--- config.mk ---
export PLATFORM = sky130hd
export DESIGN_NAME = bcdadj_core
export DESIGN_NICKNAME = d
export VERILOG_FILES = /design/src/design/bcdadj_pkg.sv /design/src/design/bcdadj_digit.sv /design/src/design/bcdadj_core.sv
export SDC_FILE = /design/constraint.sdc
export NUM_CORES = 1
export LEC_CHECK = 0
export ABC_AREA = 0
export BUFFER_PORTS_ARGS = -buffer_cell sky130_fd_sc_hd__buf_2
export CAP_MARGIN = 20
export CORE_MARGIN = 3
export CORE_UTILIZATION = 35
export CTS_BUF_LIST = sky130_fd_sc_hd__clkbuf_4 sky130_fd_sc_hd__clkbuf_8
export CTS_CLUSTER_DIAMETER = 60
export DETAILED_ROUTE_END_ITERATION = 10
export SKIP_CTS_REPAIR_TIMING = 1
export SLEW_MARGIN = 0
export SYNTH_ARGS = -nofsm -noshare
export SYNTH_HDL_FRONTEND = slang
export SYNTH_HIERARCHICAL = 1
export SYNTH_SLANG_ARGS = --single-unit
--- constraint.sdc ---
create_clock -name core_clk -period 3.4 [get_ports core_clk]
set_input_delay 0.17 -clock core_clk [delete_from_list [all_inputs] [get_ports core_clk]]
set_output_delay 0.17 -clock core_clk [all_outputs]
set_load 0.01 [all_outputs]
--- src/design/bcdadj_pkg.sv ---
// shared types and constants for the bcd adjust and decrement datapath
package bcdadj_pkg;
  localparam int DATA_W = 8;
  localparam int BANK_W = 4;
  localparam int ADDR_W = DATA_W + BANK_W;
  // fixed window bank: low half maps to bank 0, high half to the top bank
  localparam logic [7:0] WINDOW_SPLIT = 8'h80;
  localparam logic [3:0] WINDOW_LO_BANK = 4'h0;
  localparam logic [3:0] WINDOW_HI_BANK = 4'hf;
  localparam logic [3:0] BCD_MAX_DIGIT = 4'h9;
  localparam logic [3:0] BCD_CORRECTION = 4'h6;
  localparam logic [7:0] SIGNED_MIN = 8'h80;
  localparam logic [7:0] RESET_BYTE = 8'h00;

  typedef enum logic {OP_BCD_ADJUST, OP_MINUS_ONE} bcdadj_kind_t;

  typedef struct packed {
    bcdadj_kind_t kind;
    logic to_reg;      // result target bit for minus one: 1 = data register, 0 = acc
    logic use_bank;    // bank bypass bit: 1 = pointer bank, 0 = window
    logic [7:0] addr;
  } bcdadj_instr_t;

  typedef struct packed {
    logic n;
    logic ov;
    logic z;
    logic dc;
    logic c;
  } bcdadj_flags_t;

  localparam bcdadj_flags_t FLAGS_NONE = '{n: 1'b0, ov: 1'b0, z: 1'b0,
    dc: 1'b0, c: 1'b0};
  localparam bcdadj_flags_t FLAGS_ALL = '{n: 1'b1, ov: 1'b1, z: 1'b1,
    dc: 1'b1, c: 1'b1};
  localparam bcdadj_flags_t FLAGS_ADJUST = '{n: 1'b0, ov: 1'b0, z: 1'b0,
    dc: 1'b1, c: 1'b1};
  localparam bcdadj_instr_t INSTR_RESET = '{kind: OP_BCD_ADJUST,
    to_reg: 1'b0, use_bank: 1'b0, addr: 8'h00};
endpackage

--- src/design/bcdadj_digit.sv ---
// one decimal digit correction stage
`timescale 1ns/10ps
`default_nettype none
module bcdadj_digit
  import bcdadj_pkg::*;
(
  input wire logic [4:0] digit,
  input wire logic force_fix,
  output logic fixed,
  output logic [5:0] sum
);
  // digit carries an incoming carry, so it may exceed fifteen
  always_comb
  begin
    fixed = force_fix || (digit > {1'b0, BCD_MAX_DIGIT});
    sum = {1'b0, digit} + (fixed ? {2'b00, BCD_CORRECTION} : 6'h00);
  end
endmodule // bcdadj_digit
`default_nettype wire

--- src/design/bcdadj_core.sv ---
// four-phase datapath for decimal adjust and minus one instructions
//
// Notes on behaviour
// - decimal adjust adds 6 to low nibble if above nine or digit carry set
// - decimal adjust adds 6 to high nibble if above nine or carry set
// - decimal adjust may set carry on high overflow whatever the old carry
// - minus one subtracts one from the addressed byte, address 0 to 255
// - target bit zero writes result to accumulator, register untouched
// - target bit one writes a minus one result back into the addressed register
// - bypass bit zero addresses the fixed window bank, ignoring pointer
// - bypass bit one takes the bank from the bank select pointer
`timescale 1ns/10ps
`default_nettype none
module bcdadj_core
  import bcdadj_pkg::*;
(
  input wire logic core_clk,
  input wire logic reset,
  input wire logic instr_valid,
  input wire bcdadj_pkg::bcdadj_instr_t instr,
  input wire logic [7:0] acc_in,
  input wire logic [3:0] bank_select_pointer,
  input wire logic [7:0] reg_rd_data,
  input wire bcdadj_pkg::bcdadj_flags_t flags_in,
  output logic [1:0] phase,
  output logic reg_rd_en,
  output logic [11:0] reg_addr,
  output logic reg_wr_en,
  output logic [7:0] reg_wr_data,
  output logic acc_wr_en,
  output logic [7:0] acc_wr_data,
  output logic flags_wr_en,
  output bcdadj_pkg::bcdadj_flags_t flags_wr_mask,
  output bcdadj_pkg::bcdadj_flags_t flags_out
);
  import bcdadj_pkg::*;

  typedef enum logic [1:0] {PH_DECODE, PH_READ, PH_PROCESS, PH_WRITE}
    bcdadj_phase_t;

  bcdadj_phase_t phase_reg, phase_next;
  logic active_reg, active_next;
  bcdadj_instr_t op_reg, op_next;
  logic [11:0] addr_reg, addr_next;
  logic [7:0] opnd_reg, opnd_next;
  bcdadj_flags_t fin_reg, fin_next;
  logic [7:0] res_reg, res_next;
  bcdadj_flags_t fres_reg, fres_next;
  bcdadj_flags_t mask_reg, mask_next;

  // digit fix flags stay open: the sums already carry the correction
  logic [5:0] lo_sum, hi_sum;
  logic [4:0] hi_digit;
  logic [7:0] dec_val;

  bcdadj_digit u_lo (
    .digit({1'b0, opnd_reg[3:0]}),
    .force_fix(fin_reg.dc),
    .fixed(),
    .sum(lo_sum)
  );
  // low correction carry feeds the high digit before it is tested
  assign hi_digit = {1'b0, opnd_reg[7:4]} + {4'h0, lo_sum[4]};
  bcdadj_digit u_hi (
    .digit(hi_digit),
    .force_fix(fin_reg.c),
    .fixed(),
    .sum(hi_sum)
  );
  assign dec_val = opnd_reg - 8'h01;

  always_comb
  begin
    phase_next = phase_reg;
    active_next = active_reg;
    op_next = op_reg;
    addr_next = addr_reg;
    opnd_next = opnd_reg;
    fin_next = fin_reg;
    res_next = res_reg;
    fres_next = fres_reg;
    mask_next = mask_reg;
    unique case (phase_reg)
      PH_DECODE:
      begin
        phase_next = PH_READ;
        active_next = instr_valid;
        op_next = instr;
        if (instr.use_bank)
          addr_next = {bank_select_pointer, instr.addr};
        else if (instr.addr < WINDOW_SPLIT)
          addr_next = {WINDOW_LO_BANK, instr.addr};
        else
          addr_next = {WINDOW_HI_BANK, instr.addr};
      end
      PH_READ:
      begin
        phase_next = PH_PROCESS;
        opnd_next = (op_reg.kind == OP_BCD_ADJUST) ? acc_in : reg_rd_data;
        fin_next = flags_in;
      end
      PH_PROCESS:
      begin
        phase_next = PH_WRITE;
        fres_next = fin_reg;
        if (op_reg.kind == OP_BCD_ADJUST)
        begin
          res_next = {hi_sum[3:0], lo_sum[3:0]};
          // old carry stays set: it already stood for a decimal hundred
          fres_next.c = fin_reg.c || hi_sum[4] || hi_sum[5];
          fres_next.dc = 1'b0;
          mask_next = FLAGS_ADJUST;
        end
        else
        begin
          res_next = dec_val;
          fres_next.c = (opnd_reg != 8'h00);
          fres_next.dc = (opnd_reg[3:0] != 4'h0);
          fres_next.n = dec_val[7];
          fres_next.ov = (opnd_reg == SIGNED_MIN);
          fres_next.z = (dec_val == 8'h00);
          mask_next = FLAGS_ALL;
        end
      end
      PH_WRITE:
        phase_next = PH_DECODE;
    endcase
  end

  always_ff @(posedge core_clk)
  begin
    if (reset)
    begin
      phase_reg <= PH_DECODE;
      active_reg <= 1'b0;
      op_reg <= INSTR_RESET;
      addr_reg <= 12'h000;
      opnd_reg <= RESET_BYTE;
      fin_reg <= FLAGS_NONE;
      res_reg <= RESET_BYTE;
      fres_reg <= FLAGS_NONE;
      mask_reg <= FLAGS_NONE;
    end
    else
    begin
      phase_reg <= phase_next;
      active_reg <= active_next;
      op_reg <= op_next;
      addr_reg <= addr_next;
      opnd_reg <= opnd_next;
      fin_reg <= fin_next;
      res_reg <= res_next;
      fres_reg <= fres_next;
      mask_reg <= mask_next;
    end
  end

  logic in_write;
  logic is_dec;
  assign in_write = active_reg && (phase_reg == PH_WRITE);
  assign is_dec = (op_reg.kind == OP_MINUS_ONE);

  assign phase = phase_reg;
  assign reg_addr = addr_reg;
  assign reg_rd_en = active_reg && is_dec && (phase_reg == PH_READ);
  assign reg_wr_en = in_write && is_dec && op_reg.to_reg;
  // adjust always lands in the accumulator
  assign acc_wr_en = in_write && !(is_dec && op_reg.to_reg);
  assign reg_wr_data = res_reg;
  assign acc_wr_data = res_reg;
  assign flags_wr_en = in_write;
  assign flags_wr_mask = mask_reg;
  assign flags_out = fres_reg;
endmodule // bcdadj_core
`default_nettype wire

==> results of run 1 <==
-- area by class of cell --
type	instances	area (um^2)	share of cell area
inverters	8	30.03	0.01030
well taps	77	96.34	0.03303
clock buffers	5	68.82	0.02360
clock inverters	2	35.03	0.01201
multi-input cells	191	1345	0.4612
flip-flops and latches	45	900.9	0.3089
repair buffers	86	440.4	0.1510
-- path summary, 6_finish.rpt --
kind         slack (ns)                         to  depth (start not counted)
min                0.11    fin_reg[0]$_SDFFE_PP0P_                          3
max reg2reg        0.20  flags_out[0]$_SDFFE_PP0P_                         16
min reg2reg        0.46  flags_out[1]$_SDFFE_PP0P_                          2
max                0.20  flags_out[0]$_SDFFE_PP0P_                         16
-- power by group --
part           switching, mW  total (mW)  internal [mW]
clock                  0.175       0.389          0.214
sequential            0.0931       0.731          0.638
combinational          0.470       0.836          0.366
-- metal layers --
| metal | part of all wire | up-vias |
|---|---|---|
| li1 | - | 1064 |
| met1 | 0.48 | 915 |
| met2 | 0.47 | 38 |
| met3 | 0.038 | 6 |
| met4 | 0.011 | 0 |
| met5 | 0 | - |
-- layout by cell type, fill, tap and decap left out, types with 4 or more instances in the layout --
master / instances
nor2_1: 43
clkbuf_8: 5
nor3_1: 4
dfxtp_1: 45
buf_2: 82
xor2_1: 4
nand3_1: 6
ha_1: 12
a211oi_1: 15
mux2i_1: 26
buf_4: 4
inv_1: 7
a21oi_1: 16
nand2_1: 8
-- per-stage QoR --
step	hold slack, ns	cell area [um^2]	std cells	power [mW]	TNS (ns)
global placement	0.4062	2774	407	1.557	0
detailed placement	0.4162	2774	407	1.567	-0.02314
finish	0.1120	2917	414	1.956	0
floorplan	0.3172	2420	274	1.370	0
global route	0.1155	2917	414	2.131	-0.009280
CTS	0.1104	2878	414	1.961	-0.02448
-- worst max-delay path, delay by kind of cell (launching register included) --
family                   cells  cell delay (ns)
adder cells (fa/ha/maj)      5             1.25
XOR/XNOR                     1             0.19
flip-flops                   1             0.32
AO/OA/AOI/OAI                6             0.74
AND/OR/NAND/NOR              4             0.56
==> reports/results.md, run 1 <==
| Item | Value | Unit |
|:---|:---|:---|
| Leak pwr | 1.388 | nW |
| Final-stage net count | 391 | - |
| Mapped Avg Cell Area | 8.869 | um^2 |
| Fraction of met2 tracks used by global routing | 0.2206 | - |
| Post-DP HPWL | 3990 | um |
| Number of max-cap violations | 0 | - |
| Timing-limited maximum frequency | 312.0 | MHz |
| Met1 global-route usage | 0.1874 | - |
| Global-route usage over all layers | 0.1367 | - |
| Pin count of the biggest net entering global routing | 47 | - |
| Number of buffers on the longest clock path | 2 | - |
| Total congestion overflow after global routing | 0 | - |
| Overall die height | 89.02 | um |
| Max reg flops | 12 | - |
| Worst rel slew slack | 0.4061 | - |
| Signed area change from the synthesized netlist to the final layout | 20.90 | % |
| Post-route worst setup slack | 0.1953 | ns |
| Ports placed on the boundary | 83 | - |
| Share of the clock period used by the worst path after layout | 0.9426 | - |
| Antenna violations before repair | 0 | - |
| Via count of the first global-routing pass | 1924 | - |
| CTS tree | built | - |
| # setup viols final | 0 | - |
| Worst Path Class, Setup | reg -> reg | - |
| Vias per Instance | 4.886 | - |
| Run status | finished, final reports clean | - |
| Worst Skew | 0.004872 | ns |
| Standard-cell rows | 29 | - |
| Die area | 7925 | um^2 |
| Area of the core | 6531 | um^2 |
| Count of routing violations after the opening detailed-route iteration | 87 | - |
| Antenna cells | 0 | - |
| Required time of the worst setup path | 3.54 | ns |
| Power per standard cell area | 670.7 | nW/um^2 |
| Total wirelength of the detailed-routed design | 5437 | um |
| H-tree levels | 2 | - |
| Via count of the routed design | 2023 | - |
| Critical Path End Type | register | - |
| CP peak stage delay | 0.35 | ns |
| Effective utilization at floorplan | 0.3693 | - |
| Number of hold-slack violations in the final timing report | 0 | - |
| Total clock buffers created by CTS | 5 | - |
| Mapped Area | 2412 | um^2 |
| Post-Synthesis Cells | 272 | - |
| YS warnings | 6 | - |
| Type of origin of the critical path | register | - |
| GR peak layer | met2 | - |
| Global-route wire length before repair | 8763 | um |
| Reg clk slew, reported paths | 0.08 | ns |
| Initial DRT Pass Iterations | 4 | - |
| Number of port buffers | 82 | - |
| Routability cong. | 0.7665 | - |
| Source of the critical timing path | opnd_reg[1]$_SDFFE_PP0P_ | - |
| Insertion delay of the later-clocked pin in the worst-skew pair | 0.29 | ns |
| Layout fillers | 674 | - |
| Peak VDD IR | 0.0004628 | V |
| Clock period minus worst slack | 3.205 | ns |
| Clock root buffer master | clkbuf_8 | - |
| Most used cell, CP | ha_1 | - |
| Die Width | 89.02 | um |
| Measured slew at the worst slew-check pin | 0.8908 | ns |
| Clk sinks | 45 | - |
| Path type of the worst min-delay path | in -> reg | - |
| Critical-path cell with the highest stage delay | fa_2 | - |
| Startpoint of the worst register-to-register path | opnd_reg[1]$_SDFFE_PP0P_ | - |
| Utilization of the core after routing | 0.4466 | - |
| Fraction of layout instances using a drive strength above 1 | 0.3145 | - |
| Arrival time at the worst endpoint | 3.35 | ns |
| Worst slack after detailed placement | -0.02314 | ns |
| Count of nets left with antenna violations after detail routing | 0 | - |
| Pins Over Slew Limit | 0 | - |
| Number of DRC violations after detailed routing | 0 | - |
| Global Route met3 Usage | 0.02857 | - |
| Biggest fanout along the worst timing path | 3 | - |
| Start point of the worst min-delay path | flags_in[0] | - |
| Cell Chain, Critical Path | o21ai_2 -> nand2_2 -> ha_1 -> a21oi_1 -> o2bb2ai_1 -> ha_1 -> ha_1 -> xor2_1 -> o21ai_1 -> nand2_2 -> ha_2 -> fa_2 -> and3_2 -> nor4_4 -> a211o_1 -> a21oi_1 | - |
| Detailed-route wire length per cell | 13.13 | um |
(Power assumes the default switching activity.)
==> run 2, diff against run 1 <==
Settings changed: CORE_UTILIZATION 35 to 47, PLACE_DENSITY from default to 0.79, SYNTH_HIERARCHICAL 1 to default.
==> reports/results.md, run 2 <==
| Item | Value | Unit |
|:---|:---|:---|
| Cell count of the worst hold path | 3 | - |
| Total wirelength of the detailed-routed design | 5530 | um |
| GR peak layer | met2 | - |
| Run status | finished with violations | - |
| Cell area after placement | 2835 | um^2 |
| Source of the critical timing path | opnd_reg[0]$_SDFFE_PP0P_ | - |
| Cell type with the largest total area after synthesis | dfxtp_1 | - |
| Most used cell, CP | ha_2 | - |
| Clock period minus worst slack | 3.411 | ns |
| Proportion of register bits with asynchronous set or reset after synthesis | 0 | - |
| Worst hold margin | 0.09341 | ns |
| Antenna violations before repair | 0 | - |
| Insertion delay of the later-clocked pin in the worst-skew pair | 0.30 | ns |
| Critical-path cell with the highest stage delay | dfxtp_4 | - |
| Start point of the worst min-delay path | instr[6] | - |
| Met1 global-route usage | 0.2063 | - |
| Max reg flops | 12 | - |
| Dominant cells by area after synthesis | dfxtp_1 (37%), mux2i_1 (12%), ha_1 (7.2%), nor2_1 (6.2%), a211oi_1 (4.3%) | - |
| Number of DRC violations after detailed routing | 0 | - |
| Timing-limited maximum frequency | 293.2 | MHz |
| Most repeated cell in the gate-level netlist after synthesis | dfxtp_1 | - |
| Antenna cells | 0 | - |
| Fraction of layout instances using a drive strength above 1 | 0.3769 | - |
| Worst slack after detailed placement | -0.07602 | ns |
| Cell Chain, Critical Path | inv_4 -> ha_4 -> o21ai_2 -> a21o_1 -> ha_2 -> a21oi_2 -> nor2b_1 -> ha_2 -> ha_4 -> nand2_2 -> o21a_1 -> o21ai_1 -> nand2b_1 -> ha_2 -> fa_2 -> nor3_2 -> and4b_1 -> a41o_1 -> o32ai_2 | - |
| Path type of the worst min-delay path | in -> reg | - |
| Count of flip-flops with a built-in enable after synthesis | 0 | - |
| Leading cell type in the layout, fill and taps excluded | buf_2 | - |
| CP Buf/Inv Count | 1 | - |
| Arrival time at the worst endpoint | 3.56 | ns |
| Total clock buffers created by CTS | 5 | - |
| Die area | 6048 | um^2 |
| Critical R2R Capture | flags_out[0]$_SDFFE_PP0P_ | - |
| Clk sinks | 45 | - |
| Library cells used by synthesis | 46 | - |
| Path depth of the worst reg2reg path | 19 | - |
| Ports placed on the boundary | 83 | - |
| Most used DFF post-synth | dfxtp_1 | - |
| Area of the core | 4848 | um^2 |
| Post-DP HPWL | 3958 | um |
| # setup viols final | 1 | - |
| Peak VDD IR | 0.0003851 | V |
| Number of buffers on the longest clock path | 2 | - |
| Post-Synthesis Cells | 266 | - |
| Violated checks | setup timing | - |
| Initial DRT Pass Iterations | 4 | - |
| Leading cell types by count after synthesis | dfxtp_1 (45), nor2_1 (40), mux2i_1 (28) | - |
| Detailed-route wire length per cell | 13.69 | um |
| Setup tns final | -0.01102 | ns |
| Worst Path Class, Setup | reg -> reg | - |
| CP peak stage delay | 0.39 | ns |
| Hold EP | reg_addr[6]$_SDFFE_PP0N_ | - |
| Vias per Instance | 5.240 | - |
| Via count of the first global-routing pass | 1945 | - |
| Mapped Avg Cell Area | 9.102 | um^2 |
| Fraction of met2 tracks used by global routing | 0.3057 | - |
| Mapped Area | 2421 | um^2 |
| Die Width | 77.77 | um |
| Worst rel slew slack | 0.3878 | - |
| Reg clk slew, reported paths | 0.09 | ns |
| Number of hold-slack violations in the final timing report | 0 | - |
| Count of routing violations after the opening detailed-route iteration | 111 | - |
| H-tree levels | 2 | - |
| Number of port buffers | 82 | - |
| Post-route standard cell area excluding fillers | 3085 | um^2 |
| Signed area change from the synthesized netlist to the final layout | 27.44 | % |
| Leak pwr | 1.451 | nW |
| Commonest cells after routing, fill and taps aside | buf_2 (82), dfxtp_1 (43), nor2_1 (40) | - |
| Total nets after synthesis | 321 | - |
| Clock root buffer master | clkbuf_8 | - |
| Type of origin of the critical path | register | - |
| Worst Skew | 0.007969 | ns |
| Standard-cell rows | 25 | - |
| Global-route usage over all layers | 0.1776 | - |
| YS warnings | 0 | - |
| Startpoint of the worst register-to-register path | opnd_reg[0]$_SDFFE_PP0P_ | - |
| Global-route wire length before repair | 8721 | um |
| Overall die height | 77.77 | um |
| Number of max-cap violations | 0 | - |
| Non-filler instance count after layout | 404 | - |
| Pins Over Slew Limit | 0 | - |
| Proportion of synthesized chip area in sequential cells | 0.3721 | - |
| Final-stage net count | 391 | - |
| Post-route worst setup slack | -0.01102 | ns |
| Count of nets left with antenna violations after detail routing | 0 | - |
| Post-synthesis register bit count | 45 | - |
| Measured slew at the worst slew-check pin | 0.9183 | ns |
| Layout fillers | 413 | - |
| Required time of the worst setup path | 3.55 | ns |
| DP Cell Count | 393 | - |
| Area fraction of the dominant cell type after synthesis | 0.3721 | - |
| Critical Path End Type | register | - |
| CTS tree | built | - |
| Cell family with the largest share of critical-path delay | adder cells | - |
| Share of the clock period used by the worst path after layout | 1.003 | - |
| Total congestion overflow after global routing | 0 | - |
| Pin count of the biggest net entering global routing | 48 | - |
| Setup repair after global routing missed its margin | true | - |
| Power per standard cell area | 688.8 | nW/um^2 |
| Routability cong. | 0.8121 | - |
| Biggest fanout along the worst timing path | 5 | - |
| Effective utilization at floorplan | 0.4994 | - |
| Via count of the routed design | 2117 | - |
| Worst setup slack for register-to-register paths | -0.01 | ns |
| Global Route met3 Usage | 0.04524 | - |
-- run 2: metal layers --
| metal | up-vias | share of wire |
|---|---|---|
| li1 | 1049 | - |
| met1 | 981 | 0.42 |
| met2 | 73 | 0.49 |
| met3 | 14 | 0.062 |
| met4 | 0 | 0.018 |
| met5 | - | 0 |
-- run 2: cell type report --
type	instances	area, um^2	area share
Sequential cell	45	905.9	0.2936
Clock buffer	5	68.82	0.02230
Timing Repair Buffer	94	500.5	0.1622
Tap cell	67	83.83	0.02717
Clock inverter	3	68.82	0.02230
Inverter	10	42.54	0.01379
Multi-Input combinational cell	180	1415	0.4586
-- run 2: power by group --
group | total, mW | internal (mW) | switching (mW)
clock | 0.486 | 0.296 | 0.190
combinational | 0.896 | 0.422 | 0.474
sequential | 0.743 | 0.639 | 0.104
-- run 2: worst reg2reg max path: cells and delay by family (launching register included) --
family,cells,cell delay (ns)
compound gates,7,0.87
buf+inv,1,0.05
flops,1,0.39
simple gates,5,0.61
fa+ha+maj,6,1.34
-- run 2: kinds of logic after synthesis --
family | count (synthesis) | synth area share
AOI/OAI and AO/OA | 51 | 0.1447
DFF | 45 | 0.3721
muxes | 28 | 0.1158
and+or+nand+nor | 77 | 0.1587
xor gates and xnor gates | 8 | 0.03463
adders and majority gates | 16 | 0.08889
buffers and inverters | 41 | 0.08527
-- run 2: worst max path at each step --
stage	slack, ns	endpoint	cells past startpoint
6_report	-0.01	flags_out[0]$_SDFFE_PP0P_	19
5_1_grt	-0.23	flags_out[0]$_SDFFE_PP0P_	19
4_1_cts	-0.14	acc_wr_data[7]$_SDFFE_PP0P_	17
3_5_place_dp	-0.08	acc_wr_data[7]$_SDFFE_PP0P_	17
3_3_place_gp	0.02	acc_wr_data[7]$_SDFFE_PP0P_	17
2_1_floorplan	0.006	acc_wr_data[7]$_SDFFE_PP0P_	18
-- run 2: through the flow --
step	utilization	power [mW]
floorplan	-	1.343
global placement	0.5848	1.546
detailed placement	0.5848	1.576
CTS	0.6132	2.062
global route	0.6364	2.274
finish	0.6364	2.125
==> run 3, diff against run 2 <==
Settings changed: CELL_PAD_IN_SITES_DETAIL_PLACEMENT from default to 0, CELL_PAD_IN_SITES_GLOBAL_PLACEMENT from default to 2, CORE_UTILIZATION 47 to 27, CTS_CLUSTER_DIAMETER 60 to 100, PLACE_DENSITY 0.79 to 0.84.
==> reports/results.md, run 3 (synthesis gave the netlist of run 2 again) <==
| Item | Value | Unit |
|:---|:---|:---|
| Clock network power share | 0.177 | - |
| Via count of the first global-routing pass | 1981 | - |
| Clk sinks | 45 | - |
| Die Width | 100.7 | um |
| Number of buffers on the longest clock path | 2 | - |
| Post-route worst setup slack | -0.03330 | ns |
| Overall power consumption | 1.969 | mW |
| Leading cell type in the layout, fill and taps excluded | buf_2 | - |
| # setup viols final | 3 | - |
| Path type of the worst min-delay path | in -> reg | - |
| Cell family with the largest share of critical-path delay | adder cells | - |
| H-tree levels | 2 | - |
| Signed area change from the synthesized netlist to the final layout | 27.75 | % |
| Post-DP HPWL | 4243 | um |
| CP Buf/Inv Count | 1 | - |
| Leak pwr | 1.447 | nW |
| Measured slew at the worst slew-check pin | 0.9028 | ns |
| Total wirelength of the detailed-routed design | 5797 | um |
| Reg clk slew, reported paths | 0.10 | ns |
| Portion of total power attributed to combinational logic | 0.444 | - |
| Insertion delay of the later-clocked pin in the worst-skew pair | 0.30 | ns |
| Worst rel slew slack | 0.3981 | - |
| Total congestion overflow after global routing | 0 | - |
| Antenna cells | 0 | - |
| Vias per Instance | 4.607 | - |
| Run status | finished with violations | - |
| Number of max-cap violations | 0 | - |
| Count of routing violations after the opening detailed-route iteration | 72 | - |
| Clock period minus worst slack | 3.433 | ns |
| Clock root buffer master | clkbuf_8 | - |
| Count of nets left with antenna violations after detail routing | 0 | - |
| Post-route standard cell area excluding fillers | 3093 | um^2 |
| Number of DRC violations after detailed routing | 0 | - |
| Critical-path cell with the highest stage delay | dfxtp_4 | - |
| Cell Chain, Critical Path | inv_4 -> ha_4 -> o21ai_2 -> a21o_1 -> ha_1 -> a21oi_2 -> nor2b_1 -> ha_2 -> ha_4 -> nand2_2 -> o21a_1 -> o21ai_2 -> nand2b_1 -> ha_2 -> fa_2 -> nor3_2 -> and4b_1 -> a41o_1 -> o32ai_2 | - |
| Worst Path Class, Setup | reg -> reg | - |
| Ports placed on the boundary | 83 | - |
| Part of the total power dissipated in sequential elements | 0.379 | - |
| Share of the clock period used by the worst path after layout | 1.010 | - |
| Timing-limited maximum frequency | 291.3 | MHz |
| Final-stage net count | 394 | - |
| Standard-cell rows | 33 | - |
| Via count of the routed design | 2050 | - |
| Type of origin of the critical path | register | - |
| Detailed-route wire length per cell | 13.03 | um |
| Biggest fanout along the worst timing path | 4 | - |
| Arrival time at the worst endpoint | 3.58 | ns |
| Antenna violations before repair | 0 | - |
| Pins Over Slew Limit | 0 | - |
| Number of hold-slack violations in the final timing report | 0 | - |
| Cell area after placement | 2905 | um^2 |
| Total internal power | 1.207 | mW |
| Violated checks | setup timing | - |
| Commonest cells after routing, fill and taps aside | buf_2 (82), dfxtp_1 (43), nor2_1 (40) | - |
| Power per standard cell area | 636.7 | nW/um^2 |
| Die area | 10140 | um^2 |
| CTS tree | built | - |
| Max reg flops | 12 | - |
| Area of the core | 8464 | um^2 |
| Effective utilization at floorplan | 0.2860 | - |
| Critical Path End Type | register | - |
| Routability cong. | 0.7870 | - |
| Pin count of the biggest net entering global routing | 48 | - |
| Peak VDD IR | 0.0002557 | V |
| Worst Skew | 0.008738 | ns |
| Total clock buffers created by CTS | 5 | - |
| Net switching component of the power | 0.7621 | mW |
| Number of port buffers | 82 | - |
| Initial DRT Pass Iterations | 4 | - |
| Fraction of layout instances using a drive strength above 1 | 0.3735 | - |
| Global-route wire length before repair | 9356 | um |
| Global-route usage over all layers | 0.1137 | - |
| Switching fraction of total power | 0.3870 | - |
| Required time of the worst setup path | 3.55 | ns |
| CP peak stage delay | 0.38 | ns |
| Overall die height | 100.7 | um |
| Setup repair after global routing missed its margin | true | - |
-- run 3: final cells by class --
class | count | area [um^2]
Fill cell | 856 | 5371
Timing Repair Buffer | 97 | 523.0
Inverter | 10 | 42.54
Tap cell | 105 | 131.4
Sequential cell | 45 | 905.9
Clock inverter | 3 | 25.02
Multi-Input combinational cell | 180 | 1396
Clock buffer | 5 | 68.82
-- run 3: through the flow --
step                utilization  hold WS [ns]  TNS [ns]  setup WS (ns)  std cells
floorplan                     -        0.3172         0       0.006208        266
global placement         0.3432        0.4038  -0.01288      -0.008779        434
detailed placement       0.3432        0.4143   -0.1819       -0.07933        434
CTS                      0.3543       0.08230   -0.2849        -0.1133        442
global route             0.3654       0.09158   -0.7956        -0.3072        445
finish                   0.3654       0.09269  -0.08100       -0.03330        445
-- run 3: path summary, 6_finish.rpt --
path | cells after the start | to | slack [ns] | from
max | 19 | flags_out[0]$_SDFFE_PP0P_ | -0.03 | opnd_reg[0]$_SDFFE_PP0P_
min | 3 | reg_addr[2]$_SDFFE_PP0N_ | 0.09 | instr[2]
max reg2reg | 19 | flags_out[0]$_SDFFE_PP0P_ | -0.03 | opnd_reg[0]$_SDFFE_PP0P_
min reg2reg | 2 | flags_out[4]$_SDFFE_PP0P_ | 0.48 | flags_out[4]$_SDFFE_PP0P_
-- run 3: power groups by stage --
stage / logic [mW] / registers (mW) / clock network, mW
after CTS: 0.845 / 0.739 / 0.363
after global routing: 0.979 / 0.767 / 0.381
after global placement: 0.836 / 0.746 / 0
final: 0.874 / 0.747 / 0.348
after detailed placement: 0.842 / 0.749 / 0
after floorplan: 0.594 / 0.749 / 0
-- run 3: per-layer routing --
layer	routed length [um]	GRT usage	share of wire
met1	2746	0.1511	0.47
met2	2693	0.1843	0.46
met3	304	0.02630	0.052
met4	52	0.03109	0.0090
met5	0	0	0
-- run 3: worst register-to-register path, delay by kind of cell, from the launching register on --
family / cells / cell delay, ns
adder cells (fa/ha/maj): 6 / 1.39
AO/OA/AOI/OAI: 7 / 0.84
AND/OR/NAND/NOR: 5 / 0.64
flip-flops: 1 / 0.38
buffers and inverters: 1 / 0.06
